`src/hw/_end.sv`:
```
`default_nettype wire

```
`src/hw/clk_gate_pkg.sv`:
```
// Purpose: Shared constants for the slow bus clock gates and backup domain control.
// Assumes: Byte addressed register port, 32-bit data, 25 MHz mclk.
// Notes: Offsets are byte addresses; field positions index the 32-bit word.
package clk_gate_pkg;
    // Register offsets
    localparam logic [7:0] GATES_OFFSET = 8'h1C;
    localparam logic [7:0] BACKUP_OFFSET = 8'h20;
    localparam logic [31:0] GATES_RESET = 32'h0000_0000;
    localparam logic [31:0] BACKUP_RESET = 32'h0000_0000;

    // Clock gate bit positions
    localparam int TIMER_TWO_BIT = 0;
    localparam int TIMER_THREE_BIT = 1;
    localparam int TIMER_FOUR_BIT = 2;
    localparam int WINDOW_DOG_BIT = 11;
    localparam int SECOND_SPI_BIT = 14;
    localparam int SECOND_SERIAL_BIT = 17;
    localparam int THIRD_SERIAL_BIT = 18;
    localparam int I2C_PORT_A_BIT = 21;
    localparam int I2C_PORT_B_BIT = 22;
    localparam int USB_DEVICE_BIT = 23;
    localparam int CAN_BIT = 25;
    localparam int BACKUP_IF_BIT = 27;
    localparam int POWER_UNIT_IF_BIT = 28;
    // Implemented gate bits; all others read as zero
    localparam logic [31:0] GATES_MASK = 32'h1AE6_4807;

    // Backup domain control field positions
    localparam int OSC_ON_BIT = 0;
    localparam int OSC_STABLE_BIT = 1;
    localparam int OSC_BYPASS_BIT = 2;
    localparam int RTC_SEL_LSB = 8;
    localparam int RTC_ON_BIT = 15;
    localparam int SOFT_RESET_BIT = 16;

    // Real-time clock source codes
    localparam logic [1:0] RTC_SRC_NONE = 2'h0;
    localparam logic [1:0] RTC_SRC_SLOW_EXT = 2'h1;
    localparam logic [1:0] RTC_SRC_SLOW_INT = 2'h2;
    localparam logic [1:0] RTC_SRC_FAST_EXT = 2'h3;
    localparam int RTC_FAST_DIVIDE = 128;

    // Timing
    localparam int MCLK_PERIOD_NS = 40;
    localparam int SLOW_TICK_GAP_NS = 100000;
    localparam int SLOW_TICK_GAP_CYCLES = SLOW_TICK_GAP_NS / MCLK_PERIOD_NS;
    localparam int SLOW_OSC_SETTLE_TICKS = 16;
endpackage

```
`src/hw/slow_osc_monitor.sv`:
```
// Purpose: Decides whether the slow external oscillator is running steadily.
// Assumes: slow_tick is a one-cycle pulse per oscillator period, synchronous to mclk.
// Notes: Stable after SETTLE_TICKS ticks; a gap longer than GAP_CYCLES drops it.
`timescale 1ns/1ps
`default_nettype none
module slow_osc_monitor import clk_gate_pkg::*; #(
    parameter int SETTLE_TICKS = SLOW_OSC_SETTLE_TICKS,
    parameter int GAP_CYCLES = SLOW_TICK_GAP_CYCLES
) (
    input wire logic mclk,
    input wire logic clear,
    input wire logic osc_on,
    input wire logic slow_tick,
    output logic stable
);
    typedef struct packed {
        logic [7:0] ticks;
        logic [15:0] gap;
        logic stable;
    } mon_s;

    mon_s st;
    mon_s next_st;

    // Refuse settings the counters cannot hold
    if (SETTLE_TICKS < 1 || SETTLE_TICKS > 255 || GAP_CYCLES < 2 || GAP_CYCLES > 65535) begin : g_chk
        $error("slow_osc_monitor: parameter out of range");
    end

    // Count ticks toward stable, watch for a missing tick
    always_comb begin
        next_st = st;
        if (clear || !osc_on) begin
            next_st = '0;
        end else if (slow_tick) begin
            next_st.gap = '0;
            if (st.ticks != 8'(SETTLE_TICKS)) begin
                next_st.ticks = st.ticks + 8'h01;
            end
            next_st.stable = (st.ticks >= 8'(SETTLE_TICKS - 1));
        end else if (st.gap == 16'(GAP_CYCLES - 1)) begin
            next_st = '0; // Oscillator lost
        end else begin
            next_st.gap = st.gap + 16'h0001;
        end
    end

    always_ff @(posedge mclk) begin
        st <= next_st;
    end

    assign stable = st.stable;
endmodule
`default_nettype wire

```
`src/hw/rtc_source_mux.sv`:
```
// Purpose: Picks the real-time clock source and divides the fast one by 128.
// Assumes: Source clocks arrive as one-cycle tick pulses on mclk.
// Notes: rtc_tick is a registered one-cycle pulse.
`timescale 1ns/1ps
`default_nettype none
module rtc_source_mux import clk_gate_pkg::*; #(
    parameter int DIVIDE = RTC_FAST_DIVIDE
) (
    input wire logic mclk,
    input wire logic clear,
    input wire logic [1:0] source,
    input wire logic enable,
    input wire logic slow_ext_tick,
    input wire logic slow_int_tick,
    input wire logic fast_ext_tick,
    output logic rtc_tick
);
    typedef struct packed {
        logic [7:0] count;
        logic tick;
    } mux_s;

    mux_s st;
    mux_s next_st;
    logic div_pulse;

    if (DIVIDE < 2 || DIVIDE > 256) begin : g_chk
        $error("rtc_source_mux: DIVIDE out of range");
    end

    assign div_pulse = fast_ext_tick && (st.count == 8'(DIVIDE - 1));

    // Divide fast ticks, then select the source
    always_comb begin
        next_st = st;
        if (fast_ext_tick) begin
            next_st.count = div_pulse ? 8'h00 : st.count + 8'h01;
        end
        case (source)
            RTC_SRC_SLOW_EXT: next_st.tick = enable && slow_ext_tick;
            RTC_SRC_SLOW_INT: next_st.tick = enable && slow_int_tick;
            RTC_SRC_FAST_EXT: next_st.tick = enable && div_pulse;
            default: next_st.tick = 1'b0;
        endcase
        if (clear) begin
            next_st = '0;
        end
    end

    always_ff @(posedge mclk) begin
        st <= next_st;
    end

    assign rtc_tick = st.tick;
endmodule
`default_nettype wire

```
`src/hw/slow_bus_clock_ctrl.sv`:
```
// Purpose: Slow bus clock gate register and backup domain control register.
// Assumes: Register port with byte enables; read data one cycle after the read strobe.
// Notes: The backup register only answers to backup_resetn and its own soft reset.
//
// Summary of operation
// Gate register at 0x1C, resets to zero
// Word, half word and byte access accepted
// No wait, except during slow peripheral access
// Gated peripheral reads return zero
// Gate bits read/write, held until changed
// Bits 0-2 gate timers two to four
// Bit 11 gates window watchdog
// Bits 14,17,18 gate SPI and serials
// Bits 21-23,25 gate I2C, USB, CAN
// Bit 27 gates backup interface
// Bit 28 gates power unit; rest reserved
// Backup register at 0x20, backup reset only
// Wait on back-to-back backup register accesses
// Backup fields writable only when unlocked; bit 16 soft reset here is written without the unlock
// Bit 0 switches slow oscillator on
// Bit 1 shows oscillator stable, read only
// Bit 2 selects bypass of crystal
// Bits 9:8 select real-time clock source
// Source 11 is fast clock over 128
// Source change needs backup domain reset first
// Bit 15 enables the real-time clock
// Writing bit 16 resets backup domain
// Reset held while bit 16 stays set
//
// The plain strobed port was chosen for this implementation.
`timescale 1ns/1ps
`default_nettype none
module slow_bus_clock_ctrl import clk_gate_pkg::*; #(
    parameter int SETTLE_TICKS = SLOW_OSC_SETTLE_TICKS,
    parameter int GAP_CYCLES = SLOW_TICK_GAP_CYCLES
) (
    input wire logic mclk,
    input wire logic resetn,
    input wire logic backup_resetn,
    // Register port
    input wire logic [7:0] bus_addr,
    input wire logic [31:0] bus_wdata,
    input wire logic [3:0] bus_byte_en,
    input wire logic bus_write,
    input wire logic bus_read,
    output logic [31:0] bus_rdata,
    output logic bus_wait,
    // Power unit unlock
    input wire logic backup_write_unlock,
    // Slow peripheral bus read path
    input wire logic [31:0] periph_select,
    input wire logic periph_start,
    input wire logic periph_done,
    input wire logic [31:0] periph_rdata,
    output logic [31:0] periph_rdata_gated,
    output logic periph_wait,
    // Clock gates
    output logic timer_two_clk_en,
    output logic timer_three_clk_en,
    output logic timer_four_clk_en,
    output logic window_dog_clk_en,
    output logic second_spi_clk_en,
    output logic second_serial_clk_en,
    output logic third_serial_clk_en,
    output logic i2c_port_a_clk_en,
    output logic i2c_port_b_clk_en,
    output logic usb_device_clk_en,
    output logic can_clk_en,
    output logic backup_if_clk_en,
    output logic power_unit_if_clk_en,
    // Backup domain
    input wire logic slow_external_clock,
    input wire logic slow_internal_clock,
    input wire logic fast_external_clock,
    output logic slow_ext_osc_on,
    output logic slow_ext_osc_bypass,
    output logic backup_domain_reset,
    output logic rtc_tick
);
    typedef struct packed {
        logic [31:0] gates;
        logic osc_on;
        logic bypass;
        logic [1:0] rtc_sel;
        logic rtc_on;
        logic soft_rst;
        logic [31:0] rdata;
        logic [31:0] periph_q;
        logic periph_pending;
        logic bd_touched;
    } ctrl_s;

    ctrl_s st;
    ctrl_s next_st;
    logic osc_stable;
    logic bd_clear;
    logic gate_hit;
    logic bd_hit;
    logic [31:0] bd_word;
    logic [31:0] bd_new;
    logic [31:0] periph_live;

    // Apply byte enables so word, half word and byte writes all merge
    function automatic logic [31:0] merge_bytes(input logic [31:0] old_v,
                                               input logic [31:0] new_v,
                                               input logic [3:0] be);
        logic [31:0] res;
        res = old_v;
        for (int i = 0; i < 4; i++) begin
            if (be[i]) begin
                res[i*8 +: 8] = new_v[i*8 +: 8];
            end
        end
        return res;
    endfunction

    // soft reset drives the whole backup domain
    assign bd_clear = !backup_resetn || st.soft_rst;

    // decode any access width by word address
    assign gate_hit = (bus_addr[7:2] == GATES_OFFSET[7:2]);
    assign bd_hit = (bus_addr[7:2] == BACKUP_OFFSET[7:2]);

    // Current backup register image
    always_comb begin
        bd_word = BACKUP_RESET;
        bd_word[OSC_ON_BIT] = st.osc_on;
        // stable flag straight from hardware
        bd_word[OSC_STABLE_BIT] = osc_stable;
        bd_word[OSC_BYPASS_BIT] = st.bypass;
        bd_word[RTC_SEL_LSB +: 2] = st.rtc_sel;
        bd_word[RTC_ON_BIT] = st.rtc_on;
        bd_word[SOFT_RESET_BIT] = st.soft_rst;
    end

    assign bd_new = merge_bytes(bd_word, bus_wdata, bus_byte_en);

    // one-hot select picks the gate bit of the addressed peripheral
    assign periph_live = ((periph_select & st.gates & GATES_MASK) != 32'h0000_0000) ?
                         periph_rdata : 32'h0000_0000;

    // Register updates, resets and read path
    always_comb begin
        next_st = st;
        next_st.rdata = 32'h0000_0000;
        next_st.bd_touched = (bus_read || bus_write) && bd_hit;

        // gate bits held until software writes them
        if (bus_write && gate_hit) begin
            next_st.gates = merge_bytes(st.gates, bus_wdata, bus_byte_en) & GATES_MASK;
        end

        if (bus_write && bd_hit) begin
            // soft reset bit is not behind the unlock
            next_st.soft_rst = bd_new[SOFT_RESET_BIT];
            // protected fields need the power unit unlock
            if (backup_write_unlock) begin
                // oscillator on/off
                next_st.osc_on = bd_new[OSC_ON_BIT];
                // bypass selection
                next_st.bypass = bd_new[OSC_BYPASS_BIT];
                // real-time clock enable
                next_st.rtc_on = bd_new[RTC_ON_BIT];
                // source set only from the no-clock state
                if (st.rtc_sel == RTC_SRC_NONE) begin
                    next_st.rtc_sel = bd_new[RTC_SEL_LSB +: 2];
                end
            end
        end

        // domain held cleared while soft reset bit is set
        if (st.soft_rst) begin
            next_st.osc_on = 1'b0;
            next_st.bypass = 1'b0;
            next_st.rtc_sel = RTC_SRC_NONE;
            next_st.rtc_on = 1'b0;
        end

        // slow peripheral access tracked until done
        if (periph_start && !periph_done) begin
            next_st.periph_pending = 1'b1;
        end else if (periph_done) begin
            next_st.periph_pending = 1'b0;
        end
        if (periph_done) begin
            next_st.periph_q = periph_live;
        end

        // Read data stands one cycle after the strobe; unmapped reads zero
        if (bus_read) begin
            if (gate_hit) begin
                // reserved gate bits read zero
                next_st.rdata = st.gates & GATES_MASK;
            end else if (bd_hit) begin
                next_st.rdata = bd_word;
            end
        end

        // backup register follows only the backup domain reset
        if (!backup_resetn) begin
            next_st.osc_on = 1'b0;
            next_st.bypass = 1'b0;
            next_st.rtc_sel = RTC_SRC_NONE;
            next_st.rtc_on = 1'b0;
            next_st.soft_rst = 1'b0;
        end
        // system reset clears the gates and bus state
        if (!resetn) begin
            next_st.gates = GATES_RESET;
            next_st.rdata = 32'h0000_0000;
            next_st.periph_q = 32'h0000_0000;
            next_st.periph_pending = 1'b0;
            next_st.bd_touched = 1'b0;
        end
    end

    always_ff @(posedge mclk) begin
        st <= next_st;
    end

    // Oscillator stability watcher
    slow_osc_monitor #(
        .SETTLE_TICKS(SETTLE_TICKS),
        .GAP_CYCLES(GAP_CYCLES)
    ) u_osc_mon (
        .mclk(mclk),
        .clear(bd_clear),
        .osc_on(st.osc_on),
        .slow_tick(slow_external_clock),
        .stable(osc_stable)
    );

    // source select; R19: fast clock divided by 128
    rtc_source_mux #(
        .DIVIDE(RTC_FAST_DIVIDE)
    ) u_rtc_mux (
        .mclk(mclk),
        .clear(bd_clear),
        .source(st.rtc_sel),
        .enable(st.rtc_on),
        .slow_ext_tick(slow_external_clock && osc_stable),
        .slow_int_tick(slow_internal_clock),
        .fast_ext_tick(fast_external_clock),
        .rtc_tick(rtc_tick)
    );

    // back-to-back backup register accesses flag a wait
    assign bus_wait = st.bd_touched && (bus_read || bus_write) && bd_hit;
    // wait until the slow peripheral reports done
    assign periph_wait = (st.periph_pending || periph_start) && !periph_done;

    assign bus_rdata = st.rdata;
    assign periph_rdata_gated = st.periph_q;
    assign slow_ext_osc_on = st.osc_on;
    assign slow_ext_osc_bypass = st.bypass;
    assign backup_domain_reset = bd_clear;

    // timer gates
    assign timer_two_clk_en = st.gates[TIMER_TWO_BIT];
    assign timer_three_clk_en = st.gates[TIMER_THREE_BIT];
    assign timer_four_clk_en = st.gates[TIMER_FOUR_BIT];
    // window watchdog gate
    assign window_dog_clk_en = st.gates[WINDOW_DOG_BIT];
    // SPI and serial gates
    assign second_spi_clk_en = st.gates[SECOND_SPI_BIT];
    assign second_serial_clk_en = st.gates[SECOND_SERIAL_BIT];
    assign third_serial_clk_en = st.gates[THIRD_SERIAL_BIT];
    // I2C, USB and CAN gates
    assign i2c_port_a_clk_en = st.gates[I2C_PORT_A_BIT];
    assign i2c_port_b_clk_en = st.gates[I2C_PORT_B_BIT];
    assign usb_device_clk_en = st.gates[USB_DEVICE_BIT];
    assign can_clk_en = st.gates[CAN_BIT];
    // backup interface gate
    assign backup_if_clk_en = st.gates[BACKUP_IF_BIT];
    // power unit interface gate
    assign power_unit_if_clk_en = st.gates[POWER_UNIT_IF_BIT];
endmodule
`default_nettype wire

```
`config.mk`:
```
export PLATFORM = sky130hd
export DESIGN_NAME = slow_bus_clock_ctrl
export DESIGN_NICKNAME = d
export VERILOG_FILES = /design/src/hw/_end.sv /design/src/hw/clk_gate_pkg.sv /design/src/hw/slow_osc_monitor.sv /design/src/hw/rtc_source_mux.sv /design/src/hw/slow_bus_clock_ctrl.sv
export SDC_FILE = /design/constraint.sdc
export NUM_CORES = 1
export LEC_CHECK = 0
export BUFFER_PORTS_ARGS = -buffer_cell sky130_fd_sc_hd__buf_2
export CAP_MARGIN = 20
export CORE_ASPECT_RATIO = 2
export CORE_MARGIN = 3
export CORE_UTILIZATION = 52
export DETAILED_ROUTE_END_ITERATION = 10
export GPL_TIMING_DRIVEN = 0
export PLACE_DENSITY = 0.95
export REMOVE_ABC_BUFFERS = 1
export SETUP_SLACK_MARGIN = 0.02
export SYNTH_ARGS = -nofsm -noshare
export SYNTH_HDL_FRONTEND = slang
export SYNTH_SLANG_ARGS = --single-unit
```
`constraint.sdc`:
```
create_clock -name mclk -period 4.18 [get_ports mclk]
set_input_delay 0.836 -clock mclk [delete_from_list [all_inputs] [get_ports mclk]]
set_output_delay 0.836 -clock mclk [all_outputs]
set_load 0.05 [all_outputs]
```
# Word level (Yosys, flattened, before mapping)

Index checks and enable logic that the tools add are counted.

Output and inout bits: 83
Register bits after elaboration: 119

Bitwise logic cells: 5
Equality and inequality tests: 9
Muxes and demuxes: 12
Add/sub/neg operators: 3
Magnitude comparators: 1
Reduce and logical (&&, ||, !) cells: 37

Operators with widths:

| kind                    | count |
|---|---|
| $mux W32                | 1 |
| $reduce_bool A32 Y1     | 1 |
| $and A29 B29 Y29        | 1 |
| $mux W29                | 1 |
| $mux W25                | 1 |
| $mux W8                 | 3 |
| $mux W17                | 1 |
| $add A16 B1 Y16 const B | 1 |
| $add A8 B1 Y8 const B   | 2 |
| $eq A16 B12 Y1 const B  | 1 |
| $mux W16                | 1 |
| $reduce_and A2 Y1       | 7 |
| $logic_and A1 B1 Y1     | 12 |
| $eq A8 B7 Y1 const B    | 1 |
| $ge A8 B4 Y1 const B    | 1 |
| $ne A8 B5 Y1 const B    | 1 |
| $eq A6 B3 Y1 const B    | 1 |
| $eq A6 B4 Y1 const B    | 1 |
| $reduce_and A3 Y1       | 2 |
| $reduce_or A3 Y1        | 2 |
| $eq A2 B2 Y1 const B    | 2 |
| $logic_or A1 B1 Y1      | 4 |
| $not A1 Y1              | 4 |
| $reduce_and A4 Y1       | 1 |
| other kinds (9)         | 14 |

# Longest topological paths before layout

Gate-level depths: netlist of run 1.

Word-level depth: 4
Gate-level depth with buffers: 6
Mapped depth without buffers: 6

# Modules after synthesis

From an unflattened synthesis of run 1, not the netlist that was laid out.

Cells, all modules: 543
Area, all modules: 4,822.1 sq um

Modules (own cells, without submodules):

| module              | seq. area each (sq um) | times used | cells each | area each (sq um) |
|---|---|---|---|---|
| slow_bus_clock_ctrl | 1,401.3                | 1          | 349        | 3,128.0 |
| slow_osc_monitor    | 500.5                  | 1          | 145        | 1,272.5 |
| rtc_source_mux      | 180.2                  | 1          | 49         | 421.7 |

# Worst setup path after synthesis of run 1

Ideal clock, no wire load.

Path type: input to output
From: input bus_addr[3]
To: output bus_wait
Data required time: 3,344 ps
Path slack: 1,022 ps
Cell stages on the path: 5
Path buffers: 1
Data arrival time: 2,322 ps
Path through: or4b_1 buf_2 nor2_1 o21ai_0 nor2_1

Word-level cells in the longest chain between the ends: 2

RTL lines:

| item                | RTL line                   | text |
|---|---|---|
| start, declared     | slow_bus_clock_ctrl.sv:41  | `input wire logic [7:0] bus_addr,` |
| $eq A6 B4 Y1        | slow_bus_clock_ctrl.sv:122 | `assign bd_hit = (bus_addr[7:2] == BACKUP_OFFSET[7:2]);` |
| $logic_and A1 B1 Y1 | slow_bus_clock_ctrl.sv:248 | `assign bus_wait = st.bd_touched && (bus_read \|\| bus_write) && bd_hit;` |
| end, declared       | slow_bus_clock_ctrl.sv:47  | `output logic bus_wait,` |

Every way passes these cells.

# Worst setup path in the final report of run 1

Same ends and word-level chain as after synthesis.

==> results by group, run 1 <==
Outcome
  • Status: completed

Global route
  • GRT Max-Usage Layer: met2
  • Antenna violations before repair: 0
  • M2 GR Usage: 0.395
  • Global route overflow: 0
  • Met3 Use GR: 0.0428
  • Global-route wire length before repair: 18400 µm
  • Grt met1 use: 0.239
  • Vias in the first global route: 3988
  • Largest net degree at the start of global routing: 67
  • Total GRT Usage: 0.223

Placed design
  • RePlAce Congestion: 0.879
  • Detailed Place HPWL: 8490 µm
  • Cell count after placement: 711
  • PortBufs: 150

Yosys
  • Cell with the most instances after synthesis: dfxtp_1
  • Post-synth EDFFs: 0
  • Largest family of logic cells by synthesized area: simple AND/OR/NAND/NOR gates
  • Cell count after synthesis: 536
  • Mux contribution to synthesized area: 0.0317
  • FF+latch count, synth: 104
  • Yosys top cell by area: dfxtp_1
  • Syn Area/Cell: 8.84 µm²
  • Complex-gate fraction of the synthesized area: 0.0956
  • XOR/XNOR Fraction of Synth Area: 0.0333
  • Most frequent cells after synthesis: dfxtp_1, buf_4, nand3_1
  • Netlist Area Pre-Place: 0.00474 mm²
  • Ys flop type: dfxtp_1
  • Distinct cells, synth: 50
  • Synth Area in Adders: 0.0106
  • Synth top area share: 0.440
  • Yosys warns: 0
  • Sequential share of the synthesized area: 0.440
  • Async set-reset flop share out of synthesis: 0
  • Top cells by area, synth: dfxtp_1, buf_4, nand3b_1
  • Simple-gate area share of the yosys netlist: 0.254

Setup path
  • Worst EP required: 3340 ps
  • Startpoint Class: input pin
  • Worst reg2reg endpoint: u_osc_mon.st[24]
  • Critical Path AT: 2240 ps
  • CP cell instances: buf_2 -> or4b_1 -> nor2_1 -> o21ai_0 -> nor2_1 -> buf_2
  • Worst stage delay on the critical path: 670 ps
  • WS Path Type: input pin to output port
  • Reg2reg start: u_osc_mon.st[1]
  • Crit-path max FO: 7
  • Top delay family on crit path: simple AND/OR/NAND/NOR gates
  • R2R cell count: 5
  • Buf+Inv Stages, Crit Path: 2
  • Flop2flop setup slack: 1940 ps
  • Critical path's slowest cell: or4b_1
  • Endpoint class of the critical path: output port
  • Stages on the worst setup path: 6

Pwr
  • Switching Fraction: 0.231
  • Clock Power Share: 0.428
  • Pwr dens: 366 mW/mm²
  • Combinational power share: 0.070
  • Leak: 0.00223 µW
  • Net Switching: 460 µW
  • Int Power: 1530 µW
  • Sequential share of power: 0.502
  • Worst vdd ir: 266 µV

Drt
  • WL final: 11100 µm
  • Initial DRT Pass Iterations: 5
  • Vias per inst: 5.57
  • DR iter-0 viols: 207
  • DRC: 0
  • Via count: 4054
  • Avg WL per Cell: 15.3 µm
  • DRT antenna net count: 0

Hold path
  • Min-Delay Path Class: flop to flop
  • Hold_sp: u_osc_mon.st[1]
  • WHS Endpoint: u_osc_mon.st[1]
  • Hold Path Cell Cnt: 1

Job
  • Max Cap Viol: 0

Clock tree
  • Maximum clock insertion buffer count: 2
  • CTS root buf: clkbuf_16
  • CTS Sinks: 104
  • CTS buffer count: 9
  • Worst skew pair latency: 340 ps
  • CTS tree: done
  • Clock transition at path regs: 70 ps
  • CTS H-tree lvls: 3
  • Post-cts repair resize count: 0
  • CTS Hold Bufs: 0
  • Post-CTS Repair Setup Buffers: 0

Timing
  • Slew HR: 0.415
  • Post-route setup TNS: 0 ps
  • Post-Route Skew: 5.75 ps
  • Min Clock Period, post-route: 3080 ps
  • Hold Slack: 459 ps
  • RSZ-0062 raised after global routing: false
  • Final setup violation count: 0
  • Final period util: 0.737
  • Slew of the pin with the lowest slew margin: 877 ps
  • Final hold violations: 0
  • Max Freq: 325 MHz
  • Slew Limit Fails: 0

Floorplan
  • Die X-Extent: 73.5 µm
  • Std cell rows: 48
  • Die ar.: 0.0104 mm²
  • Starting Density: 0.540
  • Core box area: 0.00877 mm²
  • Chip height: 141 µm
  • IO Count: 202

Finish
  • Layout area overhead: 14.6%
  • NumNets Final: 746
  • Layout cells sized above 1: 0.285
  • Antenna cells: 0
  • Non-filler cells, final: 728
==> how the worst max path moves through the flow <==
stage | startpoint | slack, ps | to
floorplan | bus_addr[3] | 1010 | bus_wait
global placement | resetn | 820 | bus_rdata[0]
detailed placement | bus_addr[3] | 1100 | bus_wait
CTS | bus_addr[3] | 1100 | bus_wait
global route | bus_addr[3] | 990 | bus_wait
finish | bus_addr[3] | 1100 | bus_wait
==> cells in the final DEF (no fill, tap or decap), types with 3 or more instances in the layout <==
master | Yosys | routed
mux2i_1 | 15 | 15
nand2_1 | 19 | 19
buf_2 | 3 | 151
xnor2_1 | 10 | 10
o21ai_0 | 39 | 39
inv_1 | 14 | 14
a41oi_1 | 3 | 3
clkbuf_16 | 0 | 9
a21oi_1 | 9 | 9
nand3_1 | 48 | 48
or3_1 | 3 | 3
nand3b_1 | 33 | 33
nor3_1 | 9 | 9
and2_1 | 13 | 13
nor3_2 | 3 | 3
conb_1 | 1 | 15
a31oi_1 | 3 | 3
nor2_1 | 46 | 45
a22o_1 | 3 | 3
dfxtp_1 | 104 | 104
xor2_1 | 8 | 8
nand2b_1 | 3 | 3
nor4_1 | 10 | 10
a22oi_1 | 5 | 5
nand4_1 | 10 | 10
ha_1 | 4 | 4
nand4b_1 | 4 | 4
==> state kept, by name (all words and copies together), names as in the netlist, 2 cells and up <==
signal              cells
st                      2
u_osc_mon.st           24
bd_word                 4
u_rtc_mux.st            8
bus_rdata              17
periph_rdata_gated     32
==> power groups by stage <==
stage | sequential (µW) | clock, µW | combinational (µW)
after floorplan | 1020 | 0 | 64.3
after global placement | 1020 | 0 | 132
after detailed placement | 1020 | 0 | 136
after CTS | 996 | 867 | 136
after global routing | 996 | 912 | 152
final | 996 | 851 | 139
==> through the flow <==
stage	instance area, µm²	worst slack [ps]	utilization	total power, µW
after floorplan	4200	1010	-	1090
after global placement	5080	824	0.579	1150
after detailed placement	5100	1100	0.582	1160
after CTS	5410	1100	0.617	2000
after global routing	5430	989	0.619	2060
final	5430	1100	0.619	1990
==> kinds of logic after synthesis <==
logic type | after synthesis
xor gates and xnor gates | 18
buffers and inverters | 105
other | 1
adders and majority gates | 4
AOI/OAI and AO/OA | 74
and+or+nand+nor | 215
muxes | 15
DFF | 104
==> final cells by class <==
class                      instances  area [µm²]
clock buffer                      11         243
tap                              100         125
multi-input combinational        341        2070
timing repair buffer             153         791
fill                             704        3340
sequential                       104        2080
inverter                          14        52.6
clock inverter                     5        63.8
==> worst reg2reg max path, cell delays in order (launching register included) <==
cell,delay (ps)
dfxtp_1,370
ha_1,250
nor4b_1,380
a41oi_2,310
nand3_1,610
a31oi_1,170
==> routing by layer <==
metal	part of all wire	routed length, µm
met1	0.37	4080
met2	0.52	5830
met3	0.070	783
met4	0.038	425
met5	0	0
Note: power is estimated with default switching activity, not from simulation.
==> run 2: changes to the inputs <==
--- a/config.mk
+++ b/config.mk
@@ -9,10 +9,10 @@
 export CAP_MARGIN = 20
 export CORE_ASPECT_RATIO = 2
 export CORE_MARGIN = 3
-export CORE_UTILIZATION = 52
+export CORE_UTILIZATION = 48
 export DETAILED_ROUTE_END_ITERATION = 10
 export GPL_TIMING_DRIVEN = 0
-export PLACE_DENSITY = 0.95
+export PLACE_DENSITY = 0.91
 export REMOVE_ABC_BUFFERS = 1
 export SETUP_SLACK_MARGIN = 0.02
 export SYNTH_ARGS = -nofsm -noshare
==> constraint.sdc (replaced) <==
create_clock -name mclk -period 2.85 [get_ports mclk]
set_input_delay 0.57 -clock mclk [delete_from_list [all_inputs] [get_ports mclk]]
set_output_delay 0.57 -clock mclk [all_outputs]
set_load 0.05 [all_outputs]
==> results by group, run 2 (synthesis results as in run 1) <==
Outcome
  • Status: completed

Timing
  • Slew HR: 0.275 (-0.140)
  • Post-Route Skew: 9.82 ps (+4.07 ps)
  • Final period util: 0.904
  • Slew Limit Fails: 0 (unchanged)
  • Final setup violation count: 0 (unchanged)
  • Final hold violations: 0 (unchanged)
  • Min Clock Period, post-route: 2580 ps
  • Max Freq: 388 MHz
  • Slew of the pin with the lowest slew margin: 1090 ps (+210 ps)
  • RSZ-0062 raised after global routing: false
  • Final Worst Setup Slack: 272 ps (-828 ps)

Floorplan
  • Std cell rows: 50 (+4.2%)
  • Starting Density: 0.498 (-0.0421)
  • Die X-Extent: 76.2 µm (+3.7%)
  • Core box area: 0.00951 mm² (+8.4%)
  • IO Count: 202 (unchanged)
  • Chip height: 146 µm (+3.9%)
  • Die ar.: 0.0112 mm² (+7.8%)

Finish
  • Non-filler cells, final: 757 (+4.0%)
  • NumNets Final: 745 (-0.13%)
  • Antenna cells: 0 (unchanged)
  • Number of flip-flops in the largest register: 32 (unchanged)
  • Layout area overhead: 14.8%
  • Footprint of the multi-input gates: 0.00207 mm² (unchanged)
  • Sequential Area: 0.00208 mm² (unchanged)
  • Commonest cells after routing, fill and taps aside: buf_2, dfxtp_1, nand3_1, nor2_1, o21ai_0
  • Layout cells sized above 1: 0.285 (+0.000455)
  • Most common cell after layout, fill and taps aside: buf_2
  • Filler cells: 854 (+21%)

Global route
  • Global route overflow: 0 (unchanged)
  • Total GRT Usage: 0.211 (-0.0125)
  • Global-route wire length before repair: 19500 µm (+6.0%)
  • Largest net degree at the start of global routing: 67 (unchanged)
  • Antenna violations before repair: 0 (unchanged)
  • Vias in the first global route: 4158 (+4.3%)

Setup path
  • Startpoint Class: input pin
  • Endpoint class of the critical path: output port
  • Crit path from: bus_addr[3]
  • Reg2reg start: bd_word[16]
  • Crit-path max FO: 7 (unchanged)
  • Critical Path AT: 2010 ps (-230 ps)
  • WS Path Type: input pin to output port
  • Worst EP required: 2280 ps (-1060 ps)

Clock tree
  • Maximum clock insertion buffer count: 2 (unchanged)
  • Post-cts repair resize count: 0 (unchanged)
  • Post-CTS Repair Setup Buffers: 0 (unchanged)
  • CTS H-tree lvls: 3 (unchanged)
  • CTS buffer count: 9 (unchanged)
  • CTS Hold Bufs: 0 (unchanged)
  • CTS root buf: clkbuf_16
  • CTS tree: done
  • Clock transition at path regs: 80 ps (about the same)
  • CTS Sinks: 104 (unchanged)
  • Worst skew pair latency: 350 ps (about the same)

Pwr
  • Pwr dens: 529 mW/mm² (+44%)
  • Worst vdd ir: 361 µV (+36%)
  • Leak: 0.00221 µW (-0.59%)
  • Total power: 2880 µW (+45%)

Placed design
  • Cell count after placement: 741 (+4.2%)
  • Detailed Place HPWL: 8820 µm (+3.9%)
  • RePlAce Congestion: 0.913 (+3.9%)
  • Pre-CTS setup slack: 117 ps (-984 ps)
  • PortBufs: 150 (unchanged)

Hold path
  • Hold_sp: bus_wdata[25]
  • Min-Delay Path Class: input pin to flop

Drt
  • DRT antenna net count: 0 (unchanged)
  • Via count: 4031 (-0.57%)
  • Initial DRT Pass Iterations: 5 (unchanged)
  • WL final: 11600 µm (+4.0%)
  • DR iter-0 viols: 164 (-21%)
  • DRC: 0 (unchanged)
  • Vias per inst: 5.32 (-4.4%)
  • Avg WL per Cell: 15.3 µm (about the same)

Job
  • Max Cap Viol: 0 (unchanged)
[run 2: cell types whose count changed in the layout (fill, tap and decap cells not counted), sizes merged]
cell    previous run  this run
clkinv             1         2
inv               16        18
buf              153       152
clkbuf            11         9
bufinv             1         0
[run 2: critical path: stages]
cell and delay [ps]:
buf_2 110, or4b_1 670, nor2_1 120, o21ai_0 150
nor2_1 110, buf_2 270
[run 2: metrics by stage]
step / TNS, ps / hold slack, ps / area, µm² / utilization
floorplan: 0 / 418 / 4200 / -
global placement: -1880 / 437 / 5120 / 0.538
detailed placement: 0 / 453 / 5140 / 0.541
CTS: 0 / 452 / 5440 / 0.572
global route: 0 / 482 / 5440 / 0.572
finish: 0 / 458 / 5440 / 0.572
[run 2: final cells by class]
type | count | share of cell area
Sequential cell | 104 | 0.383
Tap cell | 130 | 0.0299
Timing Repair Buffer | 152 | 0.142
Clock inverter | 7 | 0.0133
Multi-Input combinational cell | 341 | 0.381
Inverter | 14 | 0.00966
Clock buffer | 9 | 0.0414
[run 2: metal layers]
metal / GRT usage / up-vias / share of wire / wire, µm
li1: - / 1969 / - / -
met3: 0.0383 / 30 / 0.059 / 687
met4: 0.113 / 0 / 0.033 / 386
met2: 0.399 / 175 / 0.55 / 6340
met1: 0.214 / 1857 / 0.36 / 4140
met5: 0 / - / 0 / 0
[run 2: worst paths after layout]
path                            to  slack, ps  cells after the start
setup / recovery          bus_wait        270                      6
hold / removal          can_clk_en        460                      3
setup reg to reg  u_osc_mon.stable        640                      3
hold reg to reg    u_osc_mon.st[1]        470                      1
[run 2: power breakdown]
part / total, µW / switching [µW] / internal [µW]
Sequential: 1460 / 4.05 / 1460
Clock: 1210 / 593 / 620
Combinational: 202 / 135 / 66.5
Total: 2880 / 732 / 2140
==> run 3: changes to the inputs <==
--- a/config.mk
+++ b/config.mk
@@ -7,12 +7,14 @@
 export LEC_CHECK = 0
 export BUFFER_PORTS_ARGS = -buffer_cell sky130_fd_sc_hd__buf_2
 export CAP_MARGIN = 20
+export CELL_PAD_IN_SITES_DETAIL_PLACEMENT = 1
+export CELL_PAD_IN_SITES_GLOBAL_PLACEMENT = 1
 export CORE_ASPECT_RATIO = 2
 export CORE_MARGIN = 3
-export CORE_UTILIZATION = 48
+export CORE_UTILIZATION = 34
 export DETAILED_ROUTE_END_ITERATION = 10
 export GPL_TIMING_DRIVEN = 0
-export PLACE_DENSITY = 0.91
+export PLACE_DENSITY = 0.9
 export REMOVE_ABC_BUFFERS = 1
 export SETUP_SLACK_MARGIN = 0.02
 export SYNTH_ARGS = -nofsm -noshare
==> results by group, run 3 (synthesis results as in run 1) <==
Timing
  • Final setup violation count: 0 (unchanged)
  • Slew Limit Fails: 0 (unchanged)
  • Final period util: 0.882 (-0.0228)
  • Max Freq: 398 MHz (+2.6%)
  • Slew HR: 0.384 (+0.109)
  • Post-Route Skew: 11.3 ps (+1.50 ps)
  • Final hold violations: 0 (unchanged)
  • Min Clock Period, post-route: 2510 ps (-65.1 ps)
  • Slew of the pin with the lowest slew margin: 924 ps (-164 ps)
  • Final Worst Setup Slack: 337 ps (+65.1 ps)
  • RSZ-0062 raised after global routing: false

Finish
  • NumNets Final: 746 (+0.13%)
  • Layout cells sized above 1: 0.285 (unchanged)
  • Commonest cells after routing, fill and taps aside: buf_2, dfxtp_1, nand3_1, nor2_1, o21ai_0
  • Most common cell after layout, fill and taps aside: buf_2
  • Filler cells: 1643 (+92%)
  • Layout area overhead: 16.1%
  • Number of flip-flops in the largest register: 32 (unchanged)
  • Post-route cell area: 0.00550 mm² (+1.1%)
  • Sequential Area: 0.00208 mm² (unchanged)
  • Antenna cells: 0 (unchanged)
  • Non-filler cells, final: 782 (+3.3%)
  • Footprint of the multi-input gates: 0.00207 mm² (unchanged)

Placed design
  • PortBufs: 150 (unchanged)
  • Detailed Place HPWL: 9440 µm (+7.0%)
  • Cell Area, Placed: 0.00517 mm² (+0.61%)
  • Cell count after placement: 766 (+3.4%)
  • Pre-CTS setup slack: 250 ps (+133 ps)
  • RePlAce Congestion: 0.800 (-12%)

Pwr
  • Pwr dens: 533 mW/mm² (+0.90%)
  • Worst vdd ir: 430 µV (+19%)
  • Leak: 0.00222 µW (+0.34%)
  • Total power: 2930 µW (+2.0%)

Drt
  • M1 wire length: 4520 µm (+9.2%)
  • Initial DRT Pass Iterations: 4 (-1)
  • DR iter-0 viols: 76 (-54%)
  • Avg WL per Cell: 15.7 µm (+2.6%)
  • Met3 routed WL: 534 µm (-22%)
  • DRC: 0 (unchanged)
  • WL final: 12300 µm (+6.0%)
  • Met2 routed WL: 6900 µm (+8.8%)
  • Vias per inst: 5.12 (-3.9%)
  • Via count: 4001 (-0.74%)
  • Max Used Layer: met4
  • DRT antenna net count: 0 (unchanged)

Clock tree
  • Post-CTS Repair Setup Buffers: 0 (unchanged)
  • Maximum clock insertion buffer count: 2 (unchanged)
  • CTS H-tree lvls: 3 (unchanged)
  • Clock transition at path regs: 70 ps (about the same)
  • CTS buffer count: 9 (unchanged)
  • Worst skew pair latency: 340 ps (about the same)
  • CTS Sinks: 104 (unchanged)
  • CTS Hold Bufs: 0 (unchanged)
  • CTS tree: done
  • Post-cts repair resize count: 0 (unchanged)
  • CTS root buf: clkbuf_16

Floorplan
  • Starting Density: 0.350 (-0.148)
  • Die X-Extent: 89.5 µm (+17%)
  • Core box area: 0.0135 mm² (+42%)
  • Std cell rows: 60 (+20%)
  • Chip height: 173 µm (+18%)
  • Die ar.: 0.0155 mm² (+39%)
  • IO Count: 202 (unchanged)

Setup path
  • Worst stage delay on the critical path: 660 ps (about the same)
  • Flop2flop setup slack: 630 ps (about the same)
  • Endpoint class of the critical path: output port
  • Top delay family on crit path: simple AND/OR/NAND/NOR gates
  • WS Path Type: input pin to output port
  • Critical path's slowest cell: or4b_1
  • Crit-path max FO: 7 (unchanged)
  • CP cell instances: buf_2 -> or4b_1 -> nor2_1 -> o21ai_0 -> nor2_1 -> buf_2
  • Startpoint Class: input pin
  • Worst EP required: 2280 ps (about the same)
  • Critical Path AT: 1940 ps (-70 ps)
  • Buf+Inv Stages, Crit Path: 2 (unchanged)

Outcome
  • Status: completed

Global route
  • Vias in the first global route: 3979 (-4.3%)
  • Largest net degree at the start of global routing: 67 (unchanged)
  • Total GRT Usage: 0.157 (-0.0541)
  • Global route overflow: 0 (unchanged)
  • Global-route wire length before repair: 19200 µm (-1.3%)
  • Antenna violations before repair: 0 (unchanged)

Job
  • Max Cap Viol: 0 (unchanged)

Hold path
  • Min-Delay Path Class: flop to flop
[run 3: cell count changes in the layout (fill, tap and decap cells not counted), sizes merged]
cell | before | now
clkinv | 2 | 1
inv | 18 | 16
buf | 152 | 153
bufinv | 0 | 1
clkinvlp | 1 | 2
[run 3: metrics by stage]
stage / util / setup TNS (ps) / hold slack (ps)
after floorplan: - / 0 / 418
after global placement: 0.381 / -3550 / 439
after detailed placement: 0.383 / 0 / 448
after CTS: 0.405 / 0 / 449
after global routing: 0.407 / 0 / 460
final: 0.407 / 0 / 457
[run 3: final cells by class]
| type | instances | area share |
|---|---|---|
| clock buffers | 9 | 0.0410 |
| multi-input cells | 341 | 0.377 |
| clock inverters | 6 | 0.0143 |
| flip-flops and latches | 104 | 0.379 |
| repair buffers | 153 | 0.144 |
| well taps | 155 | 0.0353 |
| inverters | 14 | 0.00956 |
[run 3: worst register-to-register path, cell delays in order, from the launching register on]
cell     delay, ps
dfxtp_1        330
ha_1           260
nor4b_1        170
a41oi_2        370
nand3_1        610
o22ai_1        380
[run 3: path summary, 6_finish.rpt]
| check | start | end | depth (start not counted) |
|---|---|---|---|
| min | u_osc_mon.st[1] | u_osc_mon.st[1] | 1 |
| max reg2reg | u_osc_mon.st[1] | u_osc_mon.stable | 5 |
| min reg2reg | u_osc_mon.st[1] | u_osc_mon.st[1] | 1 |
| max | bus_addr[3] | bus_wait | 6 |
[run 3: layer usage]
| metal | GRT usage | up-vias |
|---|---|---|
| li1 | - | 1957 |
| met1 | 0.161 | 1915 |
| met2 | 0.297 | 113 |
| met3 | 0.0286 | 16 |
| met4 | 0.0602 | 0 |
| met5 | 0 | - |
[run 3: power by group]
part,leakage (µW),switching [µW],internal (µW)
sequential,0.000838,4.21,1460
combinational,0.00124,136,69.1
clock,0.000141,575,691
